$ cat src/design/dpe_pkg.sv
package dpe_pkg;
    localparam int          CLK_PERIOD_PS  = 5000;
    localparam int          T_STEP_PS      = 350;
    // a trim step is far below one system cycle, so one step becomes one whole cycle
    localparam int          STEP_CYC       = (T_STEP_PS + CLK_PERIOD_PS - 1) / CLK_PERIOD_PS;
    localparam int          SHIFT_SPAN     = 8;
    localparam int          DELAY_DEPTH    = SHIFT_SPAN * STEP_CYC + 1;
    localparam logic [2:0]  SHIFT_CENTRE   = 3'h4;
    localparam int          PIX_W          = 24;
    localparam int          HALF_W         = 12;
    localparam int          SYM_W          = 10;
    localparam int          BUNDLE_W       = PIX_W + 5;
    // bundle field positions
    localparam int          B_DE           = 28;
    localparam int          B_HS           = 27;
    localparam int          B_VS           = 26;
    localparam int          B_C2           = 25;
    localparam int          B_C1           = 24;
    // interface_mode_reg field positions
    localparam int          M_BUS_WIDTH    = 0;
    localparam int          M_CLOCK_STYLE  = 1;
    localparam int          M_EDGE         = 2;
    // control characters, indexed by {bit1, bit0}
    localparam logic [9:0]  CTRL_SYM_00    = 10'h354;
    localparam logic [9:0]  CTRL_SYM_01    = 10'h0ab;
    localparam logic [9:0]  CTRL_SYM_10    = 10'h154;
    localparam logic [9:0]  CTRL_SYM_11    = 10'h2ab;
    localparam logic [4:0]  DISP_RESET     = 5'h00;
endpackage

$ cat src/design/dpe_encoder.sv
`timescale 1ns/1ps
// Summary of operation
// - each channel sends exactly one of two candidate characters per symbol
// - running ones/zeros tally picks the low-transition, dc-balanced candidate
// - active video: bits 23:16 red lane, 15:8 green lane, 7:0 blue lane
// - blanking: red carries ctrl bit 1, green ctrl bit 0, blue hsync/vsync
// - the third control bit is always encoded as zero
// - the two general control bits are carried across during blanking
// - differential clock mode latches on the crossing of the two phases
// - pixel input arrives over 12 or 24 data lines by bus width mode
// - 12-bit mode captures a half pixel on every input clock edge
// - 24-bit mode captures once per period, rising if edge select is 1
// - latch shift enable moves the latch instant by the 3-bit amount
// - configuration comes from straps at reset, serial settings may override
// - receiver detection always; hot-plug detection only with serial config on
// - bus width select 0 is 12-bit dual edge, 1 is 24-bit single edge
// - in 12-bit mode edge select picks the primary edge, 1 rising
// - 12-bit halves: first {g[3:0],b}, second {r,g[7:4]}
// - serial config on takes width, clock style, edge from mode register
module dpe_encoder (
    input  wire logic        clk_sys,
    input  wire logic        rstn,
    input  wire logic        pixel_in_clock_p,
    input  wire logic        pixel_in_clock_n,
    input  wire logic [23:0] pixel_data,
    input  wire logic        active_video_flag,
    input  wire logic        hsync_in,
    input  wire logic        vsync_in,
    input  wire logic [2:0]  blanking_ctrl_bits,
    input  wire logic        strap_bus_width_select,
    input  wire logic        strap_clock_style_select,
    input  wire logic        strap_edge_select,
    input  wire logic        strap_latch_shift_enable,
    input  wire logic [2:0]  strap_latch_shift_amount,
    input  wire logic        serial_config_enable,
    input  wire logic [2:0]  interface_mode_reg,
    input  wire logic        cfg_latch_shift_enable,
    input  wire logic [2:0]  cfg_latch_shift_amount,
    input  wire logic        receiver_sense,
    input  wire logic        hot_plug_sense,
    output logic [9:0]       red_lane,
    output logic [9:0]       green_lane,
    output logic [9:0]       blue_lane,
    output logic             lane_word_valid,
    output logic             pixel_clock_out,
    output logic             monitor_detected,
    output logic             hot_plug_detected
);
    typedef logic [dpe_pkg::BUNDLE_W-1:0] dpe_bundle_t;

    typedef struct packed {
        logic                                   ref_q;
        dpe_bundle_t [dpe_pkg::DELAY_DEPTH-1:0] line_q;
        dpe_bundle_t                            half_q;
        logic                                   half_pend_q;
        logic                                   strap_width_q;
        logic                                   strap_style_q;
        logic                                   strap_edge_q;
        logic                                   strap_shen_q;
        logic [2:0]                             strap_amt_q;
        logic [2:0][4:0]                        disp_q;
        logic [2:0][9:0]                        sym_q;
        logic                                   valid_q;
        logic                                   fwd_clk_q;
        logic                                   mon_q;
        logic                                   hpd_q;
    } dpe_state_t;

    dpe_state_t s_q;
    dpe_state_t s_d;

    function automatic logic [3:0] dpe_ones(input logic [7:0] v);
        logic [3:0] n;
        n = 4'h0;
        for (int i = 0; i < 8; i++) begin
            n = n + {3'h0, v[i]};
        end
        return n;
    endfunction

    // returns {new tally, character}
    function automatic logic [14:0] dpe_tm_encode(input logic [7:0] d,
                                                  input logic [4:0] cnt);
        logic [8:0]        qm;
        logic [3:0]        n1;
        logic              use_xnor;
        logic signed [4:0] c;
        logic signed [4:0] diff;
        logic [9:0]        q;
        n1 = dpe_ones(d);
        use_xnor = (n1 > 4'h4) || (n1 == 4'h4 && !d[0]);
        qm[0] = d[0];
        for (int i = 1; i < 8; i++) begin
            qm[i] = use_xnor ? ~(qm[i-1] ^ d[i]) : (qm[i-1] ^ d[i]);
        end
        qm[8] = !use_xnor;
        c = $signed(cnt);
        // ones minus zeros of the 8 payload bits
        diff = $signed({1'b0, dpe_ones(qm[7:0])}) * 5'sd2 - 5'sd8;
        if (c == 5'sd0 || diff == 5'sd0) begin
            q = {~qm[8], qm[8], qm[8] ? qm[7:0] : ~qm[7:0]};
            c = qm[8] ? c + diff : c - diff;
        end else if ((c > 5'sd0 && diff > 5'sd0) || (c < 5'sd0 && diff < 5'sd0)) begin
            q = {1'b1, qm[8], ~qm[7:0]};
            c = c + (qm[8] ? 5'sd2 : 5'sd0) - diff;
        end else begin
            q = {1'b0, qm[8], qm[7:0]};
            c = c - (qm[8] ? 5'sd0 : 5'sd2) + diff;
        end
        return {c, q};
    endfunction

    function automatic logic [9:0] dpe_ctrl_sym(input logic [1:0] c);
        logic [9:0] q;
        unique case (c)
            2'b00: q = dpe_pkg::CTRL_SYM_00;
            2'b01: q = dpe_pkg::CTRL_SYM_01;
            2'b10: q = dpe_pkg::CTRL_SYM_10;
            2'b11: q = dpe_pkg::CTRL_SYM_11;
        endcase
        return q;
    endfunction

    logic        width_sel;
    logic        style_sel;
    logic        edge_sel;
    logic        shift_en;
    logic [2:0]  shift_amt;
    logic        ref_now;
    logic        rise;
    logic        fall;
    logic        prim;
    logic        sec;
    logic [3:0]  tap;
    dpe_bundle_t latched;
    dpe_bundle_t pix;
    logic        pix_ok;
    logic [14:0] enc_r;
    logic [14:0] enc_g;
    logic [14:0] enc_b;

    always_comb begin
        s_d = s_q;
        // serial config overrides the captured straps
        width_sel = serial_config_enable ? interface_mode_reg[dpe_pkg::M_BUS_WIDTH]
                                         : s_q.strap_width_q;
        style_sel = serial_config_enable ? interface_mode_reg[dpe_pkg::M_CLOCK_STYLE]
                                         : s_q.strap_style_q;
        edge_sel  = serial_config_enable ? interface_mode_reg[dpe_pkg::M_EDGE]
                                         : s_q.strap_edge_q;
        shift_en  = serial_config_enable ? cfg_latch_shift_enable : s_q.strap_shen_q;
        shift_amt = serial_config_enable ? cfg_latch_shift_amount : s_q.strap_amt_q;

        // a tie between the phases keeps the last level so noise cannot fake an edge
        // single-ended only where the style bit differs from the width bit
        if (style_sel != width_sel) begin
            ref_now = pixel_in_clock_p;
        end else if (pixel_in_clock_p != pixel_in_clock_n) begin
            ref_now = pixel_in_clock_p;
        end else begin
            ref_now = s_q.ref_q;
        end
        rise = ref_now && !s_q.ref_q;
        fall = !ref_now && s_q.ref_q;
        prim = edge_sel ? rise : fall;
        sec  = edge_sel ? fall : rise;

        s_d.ref_q = ref_now;
        s_d.line_q[0] = {active_video_flag, hsync_in, vsync_in,
                         blanking_ctrl_bits[1], blanking_ctrl_bits[0], pixel_data};
        for (int i = 1; i < dpe_pkg::DELAY_DEPTH; i++) begin
            s_d.line_q[i] = s_q.line_q[i-1];
        end
        // older tap latches earlier: amount 0 is eight steps before the edge
        if (shift_en) begin
            tap = 4'(dpe_pkg::SHIFT_SPAN - int'(shift_amt)) * 4'(dpe_pkg::STEP_CYC);
        end else begin
            tap = 4'({1'b0, dpe_pkg::SHIFT_CENTRE}) * 4'(dpe_pkg::STEP_CYC);
        end
        latched = s_q.line_q[tap];

        pix = latched;
        pix_ok = 1'b0;
        if (width_sel) begin
            pix_ok = prim;
        end else begin
            if (prim) begin
                s_d.half_q = latched;
                s_d.half_pend_q = 1'b1;
            end else if (sec && s_q.half_pend_q) begin
                s_d.half_pend_q = 1'b0;
                pix_ok = 1'b1;
                pix[23:16] = latched[11:4];
                pix[15:8]  = {latched[3:0], s_q.half_q[11:8]};
                pix[7:0]   = s_q.half_q[7:0];
            end
        end

        enc_r = dpe_tm_encode(pix[23:16], s_q.disp_q[2]);
        enc_g = dpe_tm_encode(pix[15:8], s_q.disp_q[1]);
        enc_b = dpe_tm_encode(pix[7:0], s_q.disp_q[0]);
        s_d.valid_q = pix_ok;
        if (pix_ok) begin
            if (pix[dpe_pkg::B_DE]) begin
                s_d.sym_q[2] = enc_r[9:0];
                s_d.sym_q[1] = enc_g[9:0];
                s_d.sym_q[0] = enc_b[9:0];
                s_d.disp_q[2] = enc_r[14:10];
                s_d.disp_q[1] = enc_g[14:10];
                s_d.disp_q[0] = enc_b[14:10];
            end else begin
                // third control bit forced low, whatever is on its pin
                s_d.sym_q[2] = dpe_ctrl_sym({1'b0, pix[dpe_pkg::B_C2]});
                s_d.sym_q[1] = dpe_ctrl_sym({1'b0, pix[dpe_pkg::B_C1]});
                s_d.sym_q[0] = dpe_ctrl_sym({pix[dpe_pkg::B_VS], pix[dpe_pkg::B_HS]});
                s_d.disp_q = {3{dpe_pkg::DISP_RESET}};
            end
        end
        // clock forwarded at pixel rate, one word per lane per period
        s_d.fwd_clk_q = ref_now;
        s_d.mon_q = receiver_sense;
        s_d.hpd_q = serial_config_enable && hot_plug_sense;

        if (!rstn) begin
            s_d = '0;
            s_d.strap_width_q = strap_bus_width_select;
            s_d.strap_style_q = strap_clock_style_select;
            s_d.strap_edge_q  = strap_edge_select;
            s_d.strap_shen_q  = strap_latch_shift_enable;
            s_d.strap_amt_q   = strap_latch_shift_amount;
        end
    end

    always_ff @(posedge clk_sys) begin
        s_q <= s_d;
    end

    assign red_lane          = s_q.sym_q[2];
    assign green_lane        = s_q.sym_q[1];
    assign blue_lane         = s_q.sym_q[0];
    assign lane_word_valid   = s_q.valid_q;
    assign pixel_clock_out   = s_q.fwd_clk_q;
    assign monitor_detected  = s_q.mon_q;
    assign hot_plug_detected = s_q.hpd_q;
endmodule

$ cat config.mk
export PLATFORM = sky130hd
export DESIGN_NAME = dpe_encoder
export DESIGN_NICKNAME = d
export VERILOG_FILES = /design/src/design/dpe_pkg.sv /design/src/design/dpe_encoder.sv
export SDC_FILE = /design/constraint.sdc
export NUM_CORES = 1
export LEC_CHECK = 0
export CAP_MARGIN = 40
export CELL_PAD_IN_SITES_DETAIL_PLACEMENT = 1
export CELL_PAD_IN_SITES_GLOBAL_PLACEMENT = 2
export CORE_MARGIN = 2
export CORE_UTILIZATION = 35
export CTS_CLUSTER_SIZE = 28
export DETAILED_ROUTE_END_ITERATION = 10
export DONT_BUFFER_PORTS = 1
export GPL_TIMING_DRIVEN = 0
export PLACE_DENSITY_LB_ADDON = 0.3
export SYNTH_ARGS = -nofsm -noshare
export SYNTH_HDL_FRONTEND = slang
export SYNTH_SLANG_ARGS = --single-unit
$ cat constraint.sdc
create_clock -name clk_sys -period 27.3 [get_ports clk_sys]
set_input_delay 8.19 -clock clk_sys [delete_from_list [all_inputs] [get_ports clk_sys]]
set_output_delay 8.19 -clock clk_sys [all_outputs]
set_load 0.02 [all_outputs]
==> run metrics <==
clock slew at reported path FFs 0.06 ns; CTS buffer count 40; Setup violations, final 0; Max Freq 48.4 MHz; PortBufs 0; Initial Utilization 35.3%; share of post-route cells with drive strength above 1 8.98%; Top FF cell, synth dfxtp_1; Via Count 12,510; Iter 0 DRT Violations 594; Chip Width 220 um; outcome finished clean; Bufs on Longest Clock Path 3; slowest stage delay, CP 0.64 ns; root buf cell clkbuf_16; required time worst endpoint 27.80 ns; vias in the first global route 13,141; final wirelength 51,800 um; Skew-Pair Late Insertion Delay 0.56 ns; Data arrival, critical path 21.18 ns; Crit Path Class input pin to register; WL per Instance 21.3 um; first-pass GRT wire length 79,400 um; Core Footprint 0.0464 mm2; Residual DRC 0; Area Overhead vs Synth 13.7%; post-synthesis sequential element count 327; Post-DRT Antenna Nets 0; unrepaired setup endpoints after global routing false; top cells by area, synth dfxtp_1 (39%), and2_1 (10%), fa_1 (5.1%); FFs w/ async S/R, synth 0%; Resize count post-CTS 0; Hold Violations, Final 0; critical path fanouts, max 10; part of the Yosys area used for sequential elements 40.4%; depth of the CTS H-tree 2; Slew headroom 36.8%; worst reg-to-reg path cell count 44; clk sinks 327; number of max-cap violations 0; die area 0.0485 mm2; nets 1,950; Setup TNS 0 ns; Max Clock Skew 0.0163 ns; Final period util 75.7%; DP HPWL 39,700 um; # IOs 85; drt first pass iters 5; Post-Syn Area 0.0164 mm2; crit path capture type register; crit start category input pin; Synth Net Count 1,900; hold crit path type register to register; GRT Util Overall 21.7%; Slew @ Worst Pin 0.945 ns; max-slew violation count 0; worst hold path depth 2; most frequent CP cell fa_1; n_diodes 0; GR Overflow Total 0; hold_buf cts 0; Post-synth EDFFs 7; Cell variety after synth 83; slowest cell on the critical path a31oi_1; RePlAce Congestion 0.846; Synth Instances 1,744; Yosys Warn Count 0; Yosys top cell by area dfxtp_1; minimum clock period after layout 20.68 ns; Die Ht 220 um; share of the synthesized area in the top cell type 39.1%; Mean Syn Cell Area 9.38 um2; Site Rows 79; DR vias/cell 5.14; antenna violations before repair 2; Fill cells 5,315; CTS tree yes; post-CTS setup buffer count 0; largest net degree at the start of global routing 14
-- per-layer routing --
layer  vias up  track usage (%)  wire length, um
li1       6037                -                -
met1      6156             28.4            23900
met2       232             36.4            24200
met3        85             2.90             1980
met4         0             7.83             1630
met5         -                0                0
-- cell usage in the layout, fill, tap and decap left out, types with 32 or more instances in the layout --
master	count
a21oi_1	72
and2_1	266
buf_4	33
clkbuf_1	71
clkbuf_16	43
dfxtp_1	320
fa_1	42
ha_1	63
inv_1	90
mux2i_1	41
nand2_1	131
nand3_1	37
nor2_1	67
o21ai_0	60
xnor2_1	65
xor2_1	32
-- flip-flops by register name, summed over array words and instances (netlist names) --
name and flops:
pixel_clock_out 1, monitor_detected 1, blue_lane 10, lane_word_valid 1, s_q 293, red_lane 10
hot_plug_detected 1, green_lane 10
-- path summary, 6_finish.rpt --
kind / endpoint / slack (ns) / from
max reg2reg: red_lane[3]$_SDFFE_PN0P_ / 14.06 / s_q[49]$_DFFE_PN_
min reg2reg: s_q[115]$_SDFF_PN0_ / 0.43 / s_q[86]$_SDFF_PN0_
max: red_lane[3]$_SDFFE_PN0P_ / 6.62 / serial_config_enable
min: s_q[115]$_SDFF_PN0_ / 0.43 / s_q[86]$_SDFF_PN0_
-- through the flow --
stage | hold slack [ns] | area (um2) | setup slack (ns) | instances | utilization [%]
floorplan | 0.416 | 16400 | 8.49 | 1744 | -
global placement | 0.425 | 17100 | 6.29 | 2351 | 36.9
detailed placement | 0.437 | 17200 | 6.08 | 2359 | 37.1
CTS | 0.446 | 18600 | 6.68 | 2433 | 40.1
global route | 0.455 | 18600 | 5.91 | 2433 | 40.1
finish | 0.435 | 18600 | 6.62 | 2433 | 40.1
-- cell families after synthesis --
kind of cell    count (synthesis)  synth area share (%)
mux                            51                  3.22
xor+xnor                      103                  5.99
buf+inv                       226                  6.12
fa+ha+maj                     105                  9.95
compound gates                360                  15.5
flops                         327                  40.4
simple gates                  572                  18.8
-- cell type report --
class	instances	area (um2)	share of cell area, %
clock buffer	55	1190	6.40
inverter	96	360	1.94
timing repair buffer	8	73.8	0.397
sequential	327	6620	35.6
multi-input combinational	1191	8750	47.0
clock inverter	19	218	1.17
buffer	130	641	3.44
tap	607	759	4.08
-- critical path: cells and delay by family --
| family | cells | cell delay (ns) |
|---|---|---|
| buf+inv | 14 | 2.71 |
| simple gates | 3 | 0.47 |
| compound gates | 10 | 3.48 |
| xor+xnor | 4 | 1.16 |
| fa+ha+maj | 13 | 4.89 |
| mux | 1 | 0.26 |
-- cell usage after synthesis, types with 5 or more instances --
master    number
a211o_1        7
a211oi_1      28
a21o_1        23
a21oi_1       72
a221o_1        9
a221oi_1      29
a22oi_1        8
a311oi_1       7
a31oi_1       19
a32o_1         5
a32oi_1        5
and2_1       266
and3_1        11
buf_1         14
buf_2         17
buf_4         31
clkbuf_1      66
dfxtp_1      320
edfxtp_1       7
fa_1          42
ha_1          63
inv_1         90
inv_2          5
mux2_2         9
mux2i_1       41
nand2_1      131
nand2b_1       8
nand3_1       37
nor2_1        67
nor2b_1       11
nor3_1        14
o211ai_1       8
o21ai_0       60
o221ai_1       8
o22a_1         7
o22ai_1       19
o31ai_1        5
xnor2_1       65
xor2_1        32
Power is left out: the tool's default activity adds up to more than one toggle a clock period on the data nets, which glitch-free logic cannot reach.
